==> config.mk <==
export PLATFORM = sky130hd
export DESIGN_NAME = protocol_timer_control
export DESIGN_NICKNAME = d
export VERILOG_FILES = /design/src/timer_pkg.sv /design/src/protocol_timer_control.sv /design/src/tick_divider.sv /design/src/pin_sync.sv
export SDC_FILE = /design/constraint.sdc
export NUM_CORES = 1
export LEC_CHECK = 0
export BUFFER_PORTS_ARGS = -buffer_cell sky130_fd_sc_hd__clkbuf_2
export CAP_MARGIN = 20
export CORE_MARGIN = 2
export CORE_UTILIZATION = 58
export CTS_BUF_LIST = sky130_fd_sc_hd__clkbuf_8
export DETAILED_ROUTE_END_ITERATION = 7
export GPL_TIMING_DRIVEN = 0
export PLACE_DENSITY = 0.84
export SLEW_MARGIN = 30
export SYNTH_ARGS = -nofsm -noshare
export SYNTH_HDL_FRONTEND = slang
export SYNTH_SLANG_ARGS = --single-unit
==> constraint.sdc <==
create_clock -name mclk -period 2.2 [get_ports mclk]
set_input_delay 0.11 -clock mclk [delete_from_list [all_inputs] [get_ports mclk]]
set_output_delay 0.11 -clock mclk [all_outputs]
set_load 0.05 [all_outputs]
==> src/timer_pkg.sv <==
// constants, offsets and field layout for the protocol timer block
package timer_pkg;

  // register offsets; printed offsets are not all multiples of four, so they are indices
  localparam logic [7:0] IDX_TMODE     = 8'h2a;
  localparam logic [7:0] IDX_TPRESC    = 8'h2b;
  localparam logic [7:0] IDX_RELOAD_HI = 8'h2c;
  localparam logic [7:0] IDX_RELOAD_LO = 8'h2d;
  localparam logic [7:0] IDX_COUNT_HI  = 8'h2e;
  localparam logic [7:0] IDX_COUNT_LO  = 8'h2f;
  localparam logic [7:0] IDX_CONTROL   = 8'h30;
  localparam logic [7:0] IDX_STATUS    = 8'h31;
  localparam logic [7:0] IDX_IRQ_STAT  = 8'h32;
  localparam logic [7:0] IDX_IRQ_MASK  = 8'h33;
  localparam int         ADDR_W        = 10;

  // timer mode field positions
  localparam int TM_AUTO_BIT    = 7;
  localparam int TM_GATE_HI     = 6;
  localparam int TM_GATE_LO     = 5;
  localparam int TM_RELOAD_BIT  = 4;
  localparam int TM_PRESC_HI    = 3;
  // control register bits
  localparam int CT_STOP_BIT    = 0;
  localparam int CT_START_BIT   = 1;
  localparam int CT_MULTI_BIT   = 2;
  localparam int CT_EVEN_BIT    = 3;
  // status bits
  localparam int ST_ACTIVE_BIT  = 0;
  // interrupt bits
  localparam int IRQ_EXPIRED    = 0;
  localparam int IRQ_W          = 1;

  localparam logic [7:0] RST_TMODE  = 8'h00;
  localparam logic [7:0] RST_TPRESC = 8'h00;
  localparam logic [7:0] RST_RELOAD = 8'h00;

  localparam logic [1:0] GATE_NONE = 2'b00;
  localparam logic [1:0] GATE_CARD = 2'b01;
  localparam logic [1:0] GATE_AUXILIARY_PIN_ONE = 2'b10;

  // bits received before the timer stops in single-receive mode
  localparam logic [2:0] STOP_BIT_COUNT = 3'h5;
  localparam int         PRESC_W        = 12;

  typedef enum logic [1:0] {BUS_IDLE, BUS_ANSWER} bus_state_t;

endpackage

==> src/protocol_timer_control.sv <==
// protocol timer: mode control, prescaler, reload, gating and avalon registers
//
// The Avalon-MM interface to the registers is this design's own decision.
`timescale 1ns/100ps
// Function
// - auto-start at transmission end, except in a cycle that also has a stop event
// - single receive: stop after fifth bit
// - multi receive: only stop-now command or expiry stops
// - auto-start off ignores protocol events
// - gate select: none, card pin, aux pin
// - active flag ignores momentary gate level
// - auto-reload restarts from reload value
// - no reload: stop at zero, flag expired
// - twelve-bit prescaler split over two registers
// - even select 0: divide by 2p+1
// - even select 1: divide by 2p+2
// - load counter at start events and on auto-reload at zero
module protocol_timer_control
  import timer_pkg::*;
(
  // clock and reset
  input  wire logic              mclk,
  input  wire logic              sys_rst,
  // avalon-mm slave
  input  wire logic [ADDR_W-1:0] avs_address,
  input  wire logic              avs_read,
  input  wire logic              avs_write,
  input  wire logic [31:0]       avs_writedata,
  input  wire logic [3:0]        avs_byteenable,
  output logic      [31:0]       avs_readdata,
  output logic                   avs_waitrequest,
  // protocol events from the transceiver
  input  wire logic              txDone,
  input  wire logic              rxBitStrobe,
  input  wire logic              rxFrameStart,
  // reference 13.56 mhz clock and gate pins, asynchronous
  input  wire logic              refClock,
  input  wire logic              card_signal_input,
  input  wire logic              auxiliary_pin_one,
  // interrupt and status
  output logic                   irq,
  output logic                   timer_active_flag
);

  // registers
  logic [7:0]        tmode_q;
  logic [7:0]        presc_q;
  logic [15:0]       reload_value_q;
  logic              multi_receive_enable_q;
  logic              even_divide_select_q;
  logic [IRQ_W-1:0]  irqStat_q;
  logic [IRQ_W-1:0]  irqMask_q;
  logic [15:0]       count_q;
  logic [15:0]       count_d;
  logic              running_q;
  logic              running_d;
  logic [2:0]        rxBits_q;
  logic              refLast_q;
  bus_state_t        bus_q;

  // synchronised pins
  wire  [2:0]        syncPins;
  wire               refSync  = syncPins[0];
  wire               cardSync = syncPins[1];
  wire               auxSync  = syncPins[2];

  pin_sync #(.W(3)) u_sync (
    .mclk    (mclk),
    .sys_rst (sys_rst),
    .pinIn   ({auxiliary_pin_one, card_signal_input, refClock}),
    .pinOut  (syncPins)
  );

  // mode fields
  wire               auto_start_enable  = tmode_q[TM_AUTO_BIT];
  wire [1:0]         gate_select        = tmode_q[TM_GATE_HI:TM_GATE_LO];
  wire               auto_reload_enable = tmode_q[TM_RELOAD_BIT];
  wire [3:0]         prescaler_high_bits = tmode_q[TM_PRESC_HI:0];
  wire [PRESC_W-1:0] prescaler = {prescaler_high_bits, presc_q};

  // bus decode
  wire [7:0]  regIdx   = avs_address[ADDR_W-1:2];
  wire        accept   = (bus_q == BUS_IDLE) && (avs_read || avs_write);
  wire        wrLane0  = accept && avs_write && avs_byteenable[0];
  wire [7:0]  wrByte   = avs_writedata[7:0];

  // register hits, used by the read mux and, except count and status, by the write strobes
  wire        hitTmode  = (regIdx == IDX_TMODE);
  wire        hitPresc  = (regIdx == IDX_TPRESC);
  wire        hitRelHi  = (regIdx == IDX_RELOAD_HI);
  wire        hitRelLo  = (regIdx == IDX_RELOAD_LO);
  wire        hitCntHi  = (regIdx == IDX_COUNT_HI);
  wire        hitCntLo  = (regIdx == IDX_COUNT_LO);
  wire        hitCtrl   = (regIdx == IDX_CONTROL);
  wire        hitStatus = (regIdx == IDX_STATUS);
  wire        hitIStat  = (regIdx == IDX_IRQ_STAT);
  wire        hitIMask  = (regIdx == IDX_IRQ_MASK);

  wire        wrTmode  = wrLane0 && hitTmode;
  wire        wrPresc  = wrLane0 && hitPresc;
  wire        wrRelHi  = wrLane0 && hitRelHi;
  wire        wrRelLo  = wrLane0 && hitRelLo;
  wire        wrCtrl   = wrLane0 && hitCtrl;
  wire        wrIStat  = wrLane0 && hitIStat;
  wire        wrIMask  = wrLane0 && hitIMask;
  wire        stopCmd  = wrCtrl && wrByte[CT_STOP_BIT];
  wire        startCmd = wrCtrl && wrByte[CT_START_BIT];

  // protocol events only act with auto-start set
  wire        autoStart = auto_start_enable && txDone;
  wire        fifthBit  = rxBitStrobe && (rxBits_q == STOP_BIT_COUNT - 3'h1);
  // multi receive never stops on reception
  wire        autoStop  = auto_start_enable && !multi_receive_enable_q && fifthBit;
  wire        startEv   = autoStart || startCmd;
  wire        stopEv    = autoStop || stopCmd;

  // gating; code 11 treated as never gated open
  wire        gateOpen = (gate_select == GATE_NONE) ? 1'b1 :
                         (gate_select == GATE_CARD) ? cardSync :
                         (gate_select == GATE_AUXILIARY_PIN_ONE) ? auxSync : 1'b0;

  wire        refEdge = refSync && !refLast_q;
  wire        tick;

  tick_divider #(.W(PRESC_W)) u_div (
    .mclk       (mclk),
    .sys_rst    (sys_rst),
    .refEdge    (refEdge),
    .run        (running_q && gateOpen),
    .prescaler  (prescaler),
    .evenDivide (even_divide_select_q),
    .tick       (tick)
  );

  wire        countTick = running_q && gateOpen && tick;
  wire        atZero    = (count_q == 16'h0000);
  wire        expire    = countTick && atZero && !auto_reload_enable;

  // counter next value; start loads the reload value, stop wins over start
  always_comb begin
    count_d   = count_q;
    running_d = running_q;
    if (stopEv) begin
      running_d = 1'b0;
    end else if (startEv) begin
      count_d   = reload_value_q;
      running_d = 1'b1;
    end else if (countTick) begin
      if (!atZero) begin
        count_d = count_q - 16'h0001;
      end else if (auto_reload_enable) begin
        count_d = reload_value_q;
      end else begin
        running_d = 1'b0;
      end
    end
  end

  // interrupt status: set wins over write-one-to-clear
  wire [IRQ_W-1:0] irqSet   = {expire};
  wire [IRQ_W-1:0] irqClear = wrIStat ? wrByte[IRQ_W-1:0] : '0;
  wire [IRQ_W-1:0] irqStat_d = irqSet | (irqStat_q & ~irqClear);

  // read views of the packed registers; strobe bits always read zero
  wire [7:0]  ctrlView   = {4'h0, even_divide_select_q, multi_receive_enable_q, 2'b00};
  wire [7:0]  statusView = {7'h00, running_q};
  wire [7:0]  iStatView  = {{(8-IRQ_W){1'b0}}, irqStat_q};
  wire [7:0]  iMaskView  = {{(8-IRQ_W){1'b0}}, irqMask_q};

  // read mux
  wire [7:0]  rdByte =
    hitTmode  ? tmode_q :
    hitPresc  ? presc_q :
    hitRelHi  ? reload_value_q[15:8] :
    hitRelLo  ? reload_value_q[7:0] :
    hitCntHi  ? count_q[15:8] :
    hitCntLo  ? count_q[7:0] :
    hitCtrl   ? ctrlView :
    hitStatus ? statusView :
    hitIStat  ? iStatView :
    hitIMask  ? iMaskView : 8'h00;

  // timer mode: auto start, gate select, auto reload, prescaler high bits
  always_ff @(posedge mclk) begin
    if (sys_rst) begin
      tmode_q <= RST_TMODE;
    end else if (wrTmode) begin
      tmode_q <= wrByte;
    end
  end

  // prescaler low byte
  always_ff @(posedge mclk) begin
    if (sys_rst) begin
      presc_q <= RST_TPRESC;
    end else if (wrPresc) begin
      presc_q <= wrByte;
    end
  end

  // reload halves are independent; a running count keeps its old start value
  always_ff @(posedge mclk) begin
    if (sys_rst) begin
      reload_value_q <= {RST_RELOAD, RST_RELOAD};
    end else begin
      if (wrRelHi) reload_value_q[15:8] <= wrByte;
      if (wrRelLo) reload_value_q[7:0] <= wrByte;
    end
  end

  // control: start and stop are strobes, only the mode bits are kept
  always_ff @(posedge mclk) begin
    if (sys_rst) begin
      multi_receive_enable_q <= 1'b0;
      even_divide_select_q   <= 1'b0;
    end else if (wrCtrl) begin
      multi_receive_enable_q <= wrByte[CT_MULTI_BIT];
      even_divide_select_q   <= wrByte[CT_EVEN_BIT];
    end
  end

  // interrupt mask
  always_ff @(posedge mclk) begin
    if (sys_rst) begin
      irqMask_q <= '0;
    end else if (wrIMask) begin
      irqMask_q <= wrByte[IRQ_W-1:0];
    end
  end

  // count and run state
  always_ff @(posedge mclk) begin
    if (sys_rst) begin
      count_q   <= 16'h0000;
      running_q <= 1'b0;
    end else begin
      count_q   <= count_d;
      running_q <= running_d;
    end
  end

  // last reference level, for the rising edge detect
  always_ff @(posedge mclk) begin
    if (sys_rst) begin
      refLast_q <= 1'b0;
    end else begin
      refLast_q <= refSync;
    end
  end

  // sticky interrupt status
  always_ff @(posedge mclk) begin
    if (sys_rst) begin
      irqStat_q <= '0;
    end else begin
      irqStat_q <= irqStat_d;
    end
  end

  // received-bit counter, restarted on each frame
  always_ff @(posedge mclk) begin
    if (sys_rst || rxFrameStart || startEv) begin
      rxBits_q <= 3'h0;
    end else if (rxBitStrobe && rxBits_q != STOP_BIT_COUNT) begin
      rxBits_q <= rxBits_q + 3'h1;
    end
  end

  // bus answer: one wait cycle, answer on the second edge
  always_ff @(posedge mclk) begin
    if (sys_rst) begin
      bus_q           <= BUS_IDLE;
      avs_waitrequest <= 1'b1;
      avs_readdata    <= 32'h00000000;
    end else begin
      case (bus_q)
        BUS_IDLE: begin
          if (accept) begin
            bus_q           <= BUS_ANSWER;
            avs_waitrequest <= 1'b0;
            avs_readdata    <= {24'h000000, rdByte};
          end
        end
        BUS_ANSWER: begin
          bus_q           <= BUS_IDLE;
          avs_waitrequest <= 1'b1;
        end
        default: begin
          bus_q           <= BUS_IDLE;
          avs_waitrequest <= 1'b1;
        end
      endcase
    end
  end

  // interrupt level from the next status, so it rises with the status bit
  always_ff @(posedge mclk) begin
    if (sys_rst) begin
      irq <= 1'b0;
    end else begin
      irq <= |(irqStat_d & irqMask_q);
    end
  end

  // active flag shows enable, not the gate level
  always_ff @(posedge mclk) begin
    if (sys_rst) begin
      timer_active_flag <= 1'b0;
    end else begin
      timer_active_flag <= running_d;
    end
  end

endmodule

==> src/tick_divider.sv <==
// prescaler dividing the 13.56 MHz reference into timer ticks
`timescale 1ns/100ps
module tick_divider
  import timer_pkg::*;
#(
  parameter int W = PRESC_W
) (
  // clock and reset
  input  wire logic         mclk,
  input  wire logic         sys_rst,
  // control
  input  wire logic         refEdge,
  input  wire logic         run,
  input  wire logic [W-1:0] prescaler,
  input  wire logic         evenDivide,
  // tick out
  output logic              tick
);

  logic [W:0] divCount_q;
  logic [W:0] divCount_d;
  wire  [W:0] divLimit;
  wire        atLimit;

  // period is 2p+1 or 2p+2 reference cycles, so limit is 2p or 2p+1
  assign divLimit   = {prescaler, evenDivide};
  assign atLimit    = (divCount_q == divLimit);
  assign divCount_d = !run ? '0 : !refEdge ? divCount_q : atLimit ? '0 : divCount_q + 1'b1;

  always_ff @(posedge mclk) begin
    if (sys_rst) begin
      divCount_q <= '0;
      tick       <= 1'b0;
    end else begin
      divCount_q <= divCount_d;
      tick       <= run && refEdge && atLimit;
    end
  end

endmodule

==> src/pin_sync.sv <==
// two-flop synchroniser for a vector of pin inputs
`timescale 1ns/100ps
module pin_sync #(
  parameter int W = 3
) (
  // clock and reset
  input  wire logic         mclk,
  input  wire logic         sys_rst,
  // pins
  input  wire logic [W-1:0] pinIn,
  output logic      [W-1:0] pinOut
);

  logic [W-1:0] meta_q;

  always_ff @(posedge mclk) begin
    if (sys_rst) begin
      meta_q <= '0;
      pinOut <= '0;
    end else begin
      meta_q <= pinIn;
      pinOut <= meta_q;
    end
  end

endmodule

Yosys cells after proc, flatten, opt, wreduce, memory -nomap -nowiden
Index checks and enable logic that the tools add are counted.
{"block": "classes", "addsub": 3, "eq_ne": 17, "muxes": 23, "n_bitwise": 7, "reduce_logical": 43}
{"cell": "== test 8 x 6 -> 1 bit (second input constant)", "n": 10}
{"cell": "two-way mux 16 bit", "n": 4}
{"cell": "two-way mux 8 bit", "n": 6}
{"cell": "logical AND 1 bit", "n": 24}
{"cell": "zero test 16 bit", "n": 1}
{"cell": "subtractor 16 x 1 -> 16 bit (second input constant)", "n": 1}
{"cell": "adder 13 x 1 -> 13 bit (second input constant)", "n": 1}
{"cell": "== test 13 bit", "n": 1}
{"cell": "two-way mux 13 bit", "n": 1}
{"cell": "two-way mux 1 bit", "n": 11}
{"cell": "!= test 3 bit (second input constant)", "n": 2}
{"cell": "AND reduction 3 bit", "n": 2}
{"cell": "OR reduction 2 bit", "n": 3}
{"cell": "logical OR 1 bit", "n": 5}
{"cell": "zero test 2 bit", "n": 2}
{"cell": "two-way mux 4 bit", "n": 1}
{"cell": "inverter 1 bit", "n": 4}
{"cell": "nonzero test 2 bit", "n": 2}
{"cell": "adder 3 x 1 -> 3 bit (second input constant)", "n": 1}
{"cell": "== test 3 bit (second input constant)", "n": 1}
{"cell": "zero test 1 bit", "n": 3}
{"cell": "AND 1 bit", "n": 2}
{"cell": "== test 2 x 1 -> 1 bit (second input constant)", "n": 1}
{"cell": "== test 2 bit (second input constant)", "n": 1}
{"cell": "other kinds (3)", "n": 3}
{"block": "totals", "ff_bits": 88, "input_bits": 56, "output_inout_bits": 35}

Logic depth before layout (Yosys ltp)
Gate-level depths: netlist of the first run.
{"block": "logic_depth", "depth_word": 11, "depth_mapped": 9}

Hierarchy
From an unflattened synthesis of the first run, not the netlist that was laid out.
{"block": "unflattened", "cells_unflattened": 601, "area_unflattened_um2": 4947.2}
{"mod": "protocol_timer_control", "instances": 1, "cells_each": 503, "area_each_um2": 4002.6, "seq_area_each_um2": 1361.3}
{"mod": "tick_divider", "instances": 1, "cells_each": 86, "area_each_um2": 787.0, "seq_area_each_um2": 280.3}
{"mod": "pin_sync", "instances": 1, "cells_each": 12, "area_each_um2": 157.7, "seq_area_each_um2": 120.1}

Worst setup path before layout of the first run
OpenSTA, ideal clock, no wires.
{"block": "synth_timing", "kind": "register -> register", "startpoint": "reg count_q[0]", "endpoint": "reg count_q[7]", "t_arrival_ps": 1905, "setup_slack_ps": 164, "stages_incl_launch_ff": 9, "path_buffers": 1, "synth_period_minus_slack_ps": 2036, "cell_sequence": "dfxtp_1 -> inv_1 -> ha_1 -> nor4b_2 -> and4b_2 -> a211oi_2 -> buf_6 -> mux2i_1 -> o32ai_2"}
{"block": "synth_via", "elab_chain_cells": 4}
{"item": "from (decl)", "line": "protocol_timer_control.sv:53", "text": "logic [15:0] count_q;"}
{"item": "from (signal assigned)", "line": "protocol_timer_control.sv:237", "text": "count_q <= count_d;"}
{"item": "subtractor 16 x 1 -> 16 bit / zero test 16 bit (equally long branches)", "line": "protocol_timer_control.sv:150, protocol_timer_control.sv:136"}
{"item": "two-way mux 16 bit", "line": "protocol_timer_control.sv:149", "text": "if (!atZero) begin"}
{"item": "two-way mux 16 bit", "line": "protocol_timer_control.sv:148", "text": "end else if (countTick) begin"}
{"item": "two-way mux 16 bit", "line": "protocol_timer_control.sv:145", "text": "end else if (startEv) begin"}
Parallel ways exist; a longest one is shown, timed or not. The select of a mux whose other input is x is not followed.
A chain may end at the register's enable or synchronous reset.

Worst setup path in the final report of the first run
{"block": "layout_timing", "startpoint": "reg count_q[6]", "endpoint": "reg count_q[0]"}
{"block": "layout_via", "elab_chain_cells": 4}
{"item": "zero test 16 bit (*)", "line": "protocol_timer_control.sv:136", "text": "wire atZero = (count_q == 16'h0000);"}
{"item": "two-way mux 16 bit", "line": "protocol_timer_control.sv:149"}
{"item": "two-way mux 16 bit", "line": "protocol_timer_control.sv:148"}
{"item": "two-way mux 16 bit", "line": "protocol_timer_control.sv:145"}
Every way passes the cells marked *; elsewhere a longest branch is shown, timed or not. The select of a mux whose other input is x is not followed.

==> metrics.log, run 1 <==
[metrics] outcome: finished, final reports clean
[metrics] vertical extent of the die: 95.53 um
[metrics] number of buffers inserted by port buffering: 34
[metrics] Syn Inst Count: 562
[metrics] largest driver fanout on the critical path: 8
[metrics] routed wire length: 14,300 um
[metrics] kind of start point of the critical path: register
[metrics] number of synthesized flops with an enable pin: 0
[metrics] clock transition at the register clock pins on the worst setup and hold paths after CTS: 0.10 ns
[metrics] top flip-flop cell by instance count after synthesis: dfxtp_1
[metrics] first-pass GRT wire length: 22,000 um
[metrics] starting DRC count in detailed routing: 473
[metrics] full die area: 9125 sq um
[metrics] die outline width: 95.53 um
[metrics] final count of hold timing violations: 0
[metrics] Post-DP Area: 5246 sq um
[metrics] worst setup path class: register to register
[metrics] aggregate global routing overflow: 0
[metrics] drt wl/cell: 18.89 um
[metrics] library cells used by synthesis: 73
[metrics] VDD IR-drop max: 0.4012 mV
[metrics] Power per Cell Area: 556.5 nW/um^2
[metrics] global-route total usage across every layer: 32.10%
[metrics] largest net degree at the start of global routing: 17
[metrics] clk buf depth: 2
[metrics] transition time at the pin with the least slew margin: 0.7832 ns
[metrics] Tightest Hold Check Type: input pin to register
[metrics] data arrival time of the critical path: 2.39 ns
[metrics] total number of vias: 4,585
[metrics] detailed-route vias per instance: 6.057
[metrics] endpoints failing setup: 0
[metrics] antenna diode instance count: 0
[metrics] path depth of the worst reg2reg path: 8
[metrics] number of stages on the worst hold path: 3
[metrics] I/O Pins: 91
[metrics] proportion of synthesized chip area in sequential cells: 36.26%
[metrics] Yosys top cell area share: 36.26%
[metrics] H-tree lvl count: 3
[metrics] Root Buffer Master: clkbuf_8
[metrics] Area Growth Syn to Fin: 17.41%
[metrics] proportion of register bits with asynchronous set or reset after synthesis: 0%
[metrics] Placed Cells incl. Taps: 724
[metrics] Detailed Routing Iterations Pass 1: 5
[metrics] post-layout instance count excluding filler cells: 757
[metrics] endpoint class of the critical path: register
[metrics] Pins Over Slew Limit: 0
[metrics] final weighted congestion in routability-driven placement: 0.9740
[metrics] Post-DRT Antenna Nets: 0
[metrics] starting density of the core: 59.43%
[metrics] total CTS buffers: 9
[metrics] number of clock sinks seen by CTS: 88
[metrics] worst slew margin relative to its limit: 47.79%
[metrics] largest area contributor in the netlist: dfxtp_1
[metrics] share of post-route cells with drive strength above 1: 22.24%
[metrics] flops & latches, synth: 88
[metrics] final cycle utilization of the critical path: 98.43%
[metrics] maximum frequency from static timing analysis: 0.4618 GHz
[metrics] number of global-route vias before repair: 4,217
[metrics] Post-Syn Area: 4858 sq um
[metrics] Clk Latency, worst-skew pair: 0.36 ns
[metrics] fin area: 5704 sq um
[metrics] most common cell in the synthesized netlist: dfxtp_1
[metrics] standby leakage power: 2.308 nW
[metrics] half-perimeter wire length of the detailed placement result: 10,440 um
[metrics] leading post-synthesis cells by instance count: 88 x dfxtp_1, 73 x nor2_1, 52 x nand2_1, 36 x a21oi_1, 33 x mux2i_1
[metrics] mean cell area of the mapped netlist: 8.645 sq um
[metrics] cell types occupying the most area after synthesis: dfxtp_1 36%, mux2i_1 6.8%, nor2_1 5.6%
[metrics] endpoint required time on the critical path: 2.42 ns
[metrics] setup repair after global routing missed its margin: yes
[metrics] number of fill cells: 647
[metrics] layout net count: 709
[metrics] final hold slack: 0.04600 ns
[metrics] Yosys warning count: 0
[metrics] number of remaining DRC errors: 0
[metrics] number of placement rows: 33
[metrics] CTS tree: done
[metrics] max cap viols: 0
[metrics] area of the core: 8175 sq um
[metrics] antenna violations before repair: 0
[metrics] Final Skew: 0.01042 ns
[metrics] Min Clock Period, post-route: 2.165 ns
[metal layers]
layer,vias up,global-route usage (%),part of all wire (%)
met5,-,0,0
met4,0,13.33,3.7
met3,46,5.059,9.3
met2,267,51.40,45
met1,2145,43.12,42
li1,2127,-,-
[placed cells by master, fill, tap and decap left out, types with 7 or more instances in the layout]
cell and instances:
nor2b_1 13, nand2b_1 8, mux2i_1 33, xnor2_1 14
nor4_1 7, xor2_1 13, a21oi_1 35, o21ai_1 7
buf_2 7, nand4_1 9, conb_1 24, buf_4 34
nor3_1 10, a22oi_1 10, o211ai_1 7, o21ai_0 7
nand3_1 9, dfxtp_1 85, inv_1 10, nand2_1 51
clkbuf_1 10, clkbuf_2 34, nor2_1 73, clkbuf_8 10
[cell families after synthesis]
family	synth area share (%)
and+or+nand+nor	22.89
adders and majority gates	1.545
muxes	8.885
DFF	36.26
xor gates and xnor gates	4.867
other	0.07719
buffers and inverters	7.623
AOI/OAI and AO/OA	17.85
[flip-flops by register name, summed over array words and instances (netlist names)]
name                    flops
u_sync.meta_q               3
refLast_q                   1
u_div.divCount_q           13
multi_receive_enable_q      1
irq                         1
reload_value_q             16
irqStat_q                   1
rxBits_q                    3
count_q                    16
tmode_q                     8
irqMask_q                   1
bus_q                       1
presc_q                     8
avs_waitrequest             1
even_divide_select_q        1
avs_readdata                8
timer_active_flag           1
u_sync.pinOut               3
u_div.tick                  1
[path summary, 6_finish.rpt]
check	start	endpoint	slack [ns]
setup / recovery	count_q[6]	count_q[0]	0.03
hold / removal	avs_writedata[4]	reload_value_q[4]	0.05
setup reg to reg	count_q[6]	count_q[0]	0.03
hold reg to reg	u_sync.meta_q[1]	u_sync.pinOut[1]	0.45
[area by class of cell]
type                            instances  area (sq um)  area share [%]
Buffer                                 51         330.3           5.791
Clock buffer                           10         137.6           2.413
Clock inverter                          6         77.57           1.360
Inverter                               13         51.30          0.8993
Multi-Input combinational cell        434          2904           50.91
Sequential cell                        88          1770           31.04
Tap cell                              105         131.4           2.303
Timing Repair Buffer                   50         301.5           5.286
[per-stage QoR]
| stage | util [%] | TNS (ns) | worst slack (ns) | total power, W |
|---|---|---|---|---|
| 2_1_floorplan | - | 0 | 0.1636 | 0.001891 |
| 3_3_place_gp | 64.17 | -2.904 | -0.2629 | 0.001971 |
| 3_5_place_dp | 64.17 | -3.681 | -0.3204 | 0.001975 |
| 4_1_cts | 67.75 | 0 | 0.01607 | 0.003168 |
| 5_1_grt | 69.77 | -0.1981 | -0.1311 | 0.003269 |
| 6_report | 69.77 | 0 | 0.03455 | 0.003175 |
[report_power, final]
part | switching, W | internal [W] | total [W] | leakage (nW)
combinational | 0.000244 | 0.0000966 | 0.000341 | 1.49
sequential | 0.00000698 | 0.00160 | 0.00161 | 0.713
clock | 0.000651 | 0.000573 | 0.00122 | 0.110
total | 0.000903 | 0.00227 | 0.00317 | 2.31
[timing repair]
item / in CTS / in global routing
buffers inserted: 1 / 10
hold buffers: 4 / 0
setup endpoints to repair: 18 / 17
resized for setup: 6 / 19
hold endpoints to repair: 6 / 0
cloned: 0 / 2
pin swaps: 3 / 11
[critical path, stage by stage (launching register included)]
cell       delay (ns)
dfxtp_1          0.32
buf_6            0.13
nor4_4           0.37
nand3_2          0.19
o311ai_4         0.43
a21boi_4         0.12
buf_6            0.15
o2111ai_1        0.18
o311ai_1         0.13
Power figures use the tool's default switching activity.
==> run 2, diff against run 1 <==
--- a/config.mk
+++ b/config.mk
@@ -7,12 +7,12 @@
 export LEC_CHECK = 0
 export BUFFER_PORTS_ARGS = -buffer_cell sky130_fd_sc_hd__clkbuf_2
 export CAP_MARGIN = 20
-export CORE_MARGIN = 2
+export CORE_MARGIN = 1
 export CORE_UTILIZATION = 58
 export CTS_BUF_LIST = sky130_fd_sc_hd__clkbuf_8
 export DETAILED_ROUTE_END_ITERATION = 7
 export GPL_TIMING_DRIVEN = 0
-export PLACE_DENSITY = 0.84
+export PLACE_DENSITY = 0.81
 export SLEW_MARGIN = 30
 export SYNTH_ARGS = -nofsm -noshare
 export SYNTH_HDL_FRONTEND = slang
==> run 2 against run 1 <==
Utilization shrank 0.31 points. Hold slack lost 0.021 ns. Clock skew shrank 0.0014 ns. Register-to-register slack lost 0.05 ns. Setup slack lost 0.045 ns. Cell count is the same. Clock-buffer cell count shrank 1. The flow now finishes with violations (design-rule violations, negative setup slack).
==> metrics.log, run 2 (synthesis results as in run 1) <==
[metrics] final count of hold timing violations: 0
[metrics] CTS tree: done
[metrics] number of placement rows: 33
[metrics] VDD IR-drop max: 0.3966 mV
[metrics] fin area: 5679 sq um
[metrics] Layout Utilization: 69.47%
[metrics] largest net degree at the start of global routing: 17
[metrics] full die area: 8747 sq um
[metrics] Pins Over Slew Limit: 0
[metrics] area of the core: 8175 sq um
[metrics] Final WS setup: -0.01051 ns
[metrics] kind of start point of the critical path: register
[metrics] outcome: finished, violations left
[metrics] data arrival time of the critical path: 2.43 ns
[metrics] max cap viols: 0
[metrics] number of clock sinks seen by CTS: 88
[metrics] vertical extent of the die: 93.53 um
[metrics] Power per Cell Area: 554.8 nW/um^2
[metrics] standby leakage power: 2.278 nW
[metrics] failing checks: design-rule violations, negative setup slack
[metrics] Area Growth Syn to Fin: 16.89%
[metrics] worst slew margin relative to its limit: 43.64%
[metrics] aggregate global routing overflow: 0
[metrics] most common cell after layout, fill and taps aside: dfxtp_1
[metrics] final cycle utilization of the critical path: 100.5%
[metrics] number of global-route vias before repair: 4,162
[metrics] total CTS buffers: 9
[metrics] final hold slack: 0.02475 ns
[metrics] number of remaining DRC errors: 2
[metrics] I/O Pins: 91
[metrics] Detailed Routing Iterations Pass 1: 8
[metrics] clk buf depth: 2
[metrics] Final Skew: 0.009021 ns
[metrics] routed wire length: 14,900 um
[metrics] maximum frequency from static timing analysis: 0.4524 GHz
[metrics] drt wl/cell: 19.68 um
[metrics] antenna diode instance count: 0
[metrics] starting density of the core: 59.43%
[metrics] die outline width: 93.53 um
[metrics] worst setup path class: register to register
[metrics] Post-DRT Antenna Nets: 0
[metrics] antenna violations before repair: 0
[metrics] setup slack after placement: -0.2611 ns
[metrics] biggest registers after layout: count_q (16), reload_value_q (16), u_div.divCount_q (13)
[metrics] Clk Latency, worst-skew pair: 0.37 ns
[metrics] layout net count: 709
[metrics] half-perimeter wire length of the detailed placement result: 10,630 um
[metrics] Tightest Hold Check Type: input pin to register
[metrics] detailed-route vias per instance: 6.119
[metrics] Overall Power: 0.003151 W
[metrics] endpoint class of the critical path: register
[metrics] Routed met3 length: 1474 um
[metrics] share of post-route cells with drive strength above 1: 21.93%
[metrics] number of buffers inserted by port buffering: 34
[metrics] Post-DP Area: 5246 sq um
[metrics] first-pass GRT wire length: 22,470 um
[metrics] final weighted congestion in routability-driven placement: 0.9982
[metrics] transition time at the pin with the least slew margin: 0.8454 ns
[metrics] routed metal-1 wire length: 5975 um
[metrics] endpoints failing setup: 1
[metrics] endpoint required time on the critical path: 2.42 ns
[metrics] H-tree lvl count: 3
[metrics] commonest cells after routing, fill and taps aside: 85 x dfxtp_1, 73 x nor2_1, 51 x nand2_1
[metrics] uppermost layer routed: met4
[metrics] clock transition at the register clock pins on the worst setup and hold paths after CTS: 0.09 ns
[metrics] starting DRC count in detailed routing: 374
[metrics] met2 WL: 6875 um
[metrics] Root Buffer Master: clkbuf_8
[metrics] Min Clock Period, post-route: 2.211 ns
[metrics] largest driver fanout on the critical path: 10
[metrics] global-route total usage across every layer: 34.28%
[metrics] total number of vias: 4,632
## run 2: final cells by class
type | count | area, sq um
fillers | 668 | 2496
plain buffers | 51 | 326.6
well taps | 105 | 131.4
clock buffers | 9 | 123.9
clock inverters | 7 | 78.83
flip-flops and latches | 88 | 1770
repair buffers | 50 | 310.3
multi-input cells | 434 | 2889
inverters | 13 | 48.80
## run 2: metrics by stage
stage                     cells  TNS (ns)
after CTS                   745  -0.02248
after detailed placement    724    -2.735
final                       757  -0.01051
after global placement      724    -3.516
after global routing        757  -0.04473
after floorplan             585         0
## run 2: power by group
group | internal [W] | total (W) | leakage, nW | switching, W
registers | 0.00160 | 0.00161 | 0.713 | 0.00000702
clock network | 0.000537 | 0.00120 | 0.0977 | 0.000663
logic | 0.0000963 | 0.000341 | 1.47 | 0.000245
## run 2: final timing paths
check | cells past startpoint | startpoint | endpoint | slack, ns
hold / removal | 3 | avs_writedata[4] | reload_value_q[4] | 0.02
setup / recovery | 9 | count_q[0] | count_q[0] | -0.01
setup reg to reg | 9 | count_q[0] | count_q[0] | -0.01
hold reg to reg | 1 | u_sync.meta_q[0] | u_sync.pinOut[0] | 0.45
## run 2: critical path, cell delays in order, from the launching register on
cell and delay (ns):
dfxtp_4 0.38, inv_2 0.08, ha_2 0.18, nor4b_4 0.27, nand2_2 0.17, o311ai_4 0.41
a21boi_4 0.10, buf_6 0.16, o2111ai_1 0.18, o311ai_1 0.13
## run 2: repair_timing
action / CTS / global route
setup buffers: 1 / 10
gates resized for setup: 4 / 17
pin swaps: 2 / 6
endpoints found under the setup margin: 17 / 17
endpoints found under the hold margin: 6 / 0
hold buffers: 4 / 0
gates cloned: 0 / 2
## run 2: layer usage
metal	track usage, %	vias up
met2	55.39	320
met3	6.016	55
met1	44.59	2134
met5	0	-
li1	-	2123
met4	15.38	0
==> run 3, diff against run 2 <==
--- a/config.mk
+++ b/config.mk
@@ -7,7 +7,7 @@
 export LEC_CHECK = 0
 export BUFFER_PORTS_ARGS = -buffer_cell sky130_fd_sc_hd__clkbuf_2
 export CAP_MARGIN = 20
-export CORE_MARGIN = 1
+export CORE_MARGIN = 2
 export CORE_UTILIZATION = 58
 export CTS_BUF_LIST = sky130_fd_sc_hd__clkbuf_8
 export DETAILED_ROUTE_END_ITERATION = 7
==> run 3 against run 2 <==
The flow now finishes without violations. Non-clock buffer count is 4 lower. Maximum frequency is 2.4% higher. Sequential share of layout area hardly changed. Power rose by 4.2%. Highest routed layer unchanged.
==> metrics.log, run 3 (synthesis results as in run 1) <==
[metrics] series of cell instances along the critical path: inv_1 > ha_2 > nor4b_4 > nand2_2 > o311ai_4 > a21boi_2 > buf_6 > o2111ai_1 > o311ai_1
[metrics] met2 GRT Util: 50.99%
[metrics] max cap viols: 0
[metrics] full die area: 9125 sq um
[metrics] number of clock sinks seen by CTS: 88
[metrics] fin area: 5677 sq um
[metrics] total number of vias: 4,601
[metrics] delay of the slowest cell on the worst path: 0.36 ns
[metrics] final weighted congestion in routability-driven placement: 0.9504
[metrics] worst slew margin relative to its limit: 44.69%
[metrics] die outline width: 95.53 um
[metrics] outcome: finished, final reports clean
[metrics] Post-DP Area: 5246 sq um
[metrics] total CTS buffers: 9
[metrics] largest driver fanout on the critical path: 5
[metrics] endpoints failing setup: 0
[metrics] final cycle utilization of the critical path: 98.10%
[metrics] endpoint required time on the critical path: 2.43 ns
[metrics] aggregate global routing overflow: 0
[metrics] Power per Cell Area: 578.3 nW/um^2
[metrics] CTS tree: done
[metrics] standard cell with the maximum stage delay on the critical path: dfxtp_4
[metrics] Min Clock Period, post-route: 2.158 ns
[metrics] Layout Utilization: 69.44%
[metrics] detailed-route vias per instance: 6.110
[metrics] number of global-route vias before repair: 4,276
[metrics] drt wl/cell: 18.97 um
[metrics] Clk Latency, worst-skew pair: 0.37 ns
[metrics] commonest cells after routing, fill and taps aside: 84 x dfxtp_1, 72 x nor2_1, 51 x nand2_1
[metrics] number of buffers inserted by port buffering: 34
[metrics] share of post-route cells with drive strength above 1: 21.76%
[metrics] endpoint class of the critical path: register
[metrics] clk buf depth: 2
[metrics] half-perimeter wire length of the detailed placement result: 10,180 um
[metrics] kind of start point of the critical path: register
[metrics] starting density of the core: 59.43%
[metrics] Detailed Routing Iterations Pass 1: 5
[metrics] biggest registers after layout: count_q (16), reload_value_q (16), u_div.divCount_q (13)
[metrics] VDD IR-drop max: 0.4608 mV
[metrics] met1 capacity usage during global routing: 42.66%
[metrics] worst setup path class: register to register
[metrics] area of the core: 8175 sq um
[metrics] H-tree lvl count: 3
[metrics] I/O Pins: 91
[metrics] first-pass GRT wire length: 22,210 um
[metrics] maximum frequency from static timing analysis: 0.4633 GHz
[metrics] GRT met3 Usage: 6.008%
[metrics] most common cell after layout, fill and taps aside: dfxtp_1
[metrics] routed wire length: 14,290 um
[metrics] starting DRC count in detailed routing: 441
[metrics] Tightest Hold Check Type: input pin to register
[metrics] largest net degree at the start of global routing: 18
[metrics] Area Growth Syn to Fin: 16.84%
[metrics] number of placement rows: 33
[metrics] Final Skew: 0.01196 ns
[metrics] standby leakage power: 2.261 nW
[metrics] vertical extent of the die: 95.53 um
[metrics] global route hottest layer: met2
[metrics] Root Buffer Master: clkbuf_8
[metrics] transition time at the pin with the least slew margin: 0.8297 ns
[metrics] setup slack after placement: -0.2200 ns
[metrics] setup repair after global routing missed its margin: yes
[metrics] antenna violations before repair: 0
[metrics] data arrival time of the critical path: 2.39 ns
[metrics] number of remaining DRC errors: 0
[metrics] sum of negative setup slack: 0 ns
[metrics] Pins Over Slew Limit: 0
[metrics] antenna diode instance count: 0
[metrics] Final WS setup: 0.04178 ns
[metrics] Post-DRT Antenna Nets: 0
[metrics] final count of hold timing violations: 0
[metrics] clock transition at the register clock pins on the worst setup and hold paths after CTS: 0.10 ns
[metrics] layout net count: 705
[metrics] global-route total usage across every layer: 32.27%
==> run 3: cell type report <==
cell class	count	area, sq um
flip-flops and latches	88	1772
multi-input cells	434	2892
repair buffers	46	267.8
inverters	13	51.30
fillers	659	2499
well taps	105	131.4
clock inverters	7	112.6
plain buffers	51	326.6
clock buffers	9	123.9
==> run 3: timing repair <==
action	in CTS	in global routing
gates resized for setup	5	18
endpoints found under the hold margin	6	0
setup buffers	0	7
pin swaps	1	10
endpoints found under the setup margin	17	17
hold buffers	4	0
gates cloned	0	2
==> run 3: final timing paths <==
| path | start | to | slack (ns) | cells after the start |
|---|---|---|---|---|
| max reg2reg | count_q[1] | count_q[0] | 0.04 | 9 |
| max | count_q[1] | count_q[0] | 0.04 | 9 |
| min | avs_writedata[5] | reload_value_q[5] | 0.02 | 3 |
| min reg2reg | u_sync.meta_q[1] | u_sync.pinOut[1] | 0.46 | 1 |
==> run 3: where the power goes <==
part           leakage [nW]  total (W)  switching [W]  internal (W)
registers             0.713    0.00161     0.00000682       0.00160
clock network         0.115    0.00133       0.000668      0.000665
logic                  1.43   0.000340       0.000244     0.0000963
total                  2.26    0.00328       0.000919       0.00236
==> run 3: stage by stage <==
step / hold WS (ns) / power [W] / std cells
after floorplan: 0.1869 / 0.001891 / 585
after global placement: 0.3087 / 0.001971 / 724
after detailed placement: 0.3271 / 0.001974 / 724
after CTS: 0.004921 / 0.003278 / 744
after global routing: 0.04261 / 0.003364 / 753
final: 0.01956 / 0.003283 / 753
==> run 3: metal layers <==
metal / wire length (um) / up-vias
met5: 0 / -
met2: 6443 / 288
met1: 5718 / 2132
met3: 1504 / 55
li1: - / 2126
met4: 621 / 0
==> run 3: critical path: cells and delay by family (launching register included) <==
family | cells | cell delay, ns
flip-flops | 1 | 0.36
AND/OR/NAND/NOR | 2 | 0.48
AO/OA/AOI/OAI | 4 | 0.76
adder cells (fa/ha/maj) | 1 | 0.18
buffers and inverters | 2 | 0.24
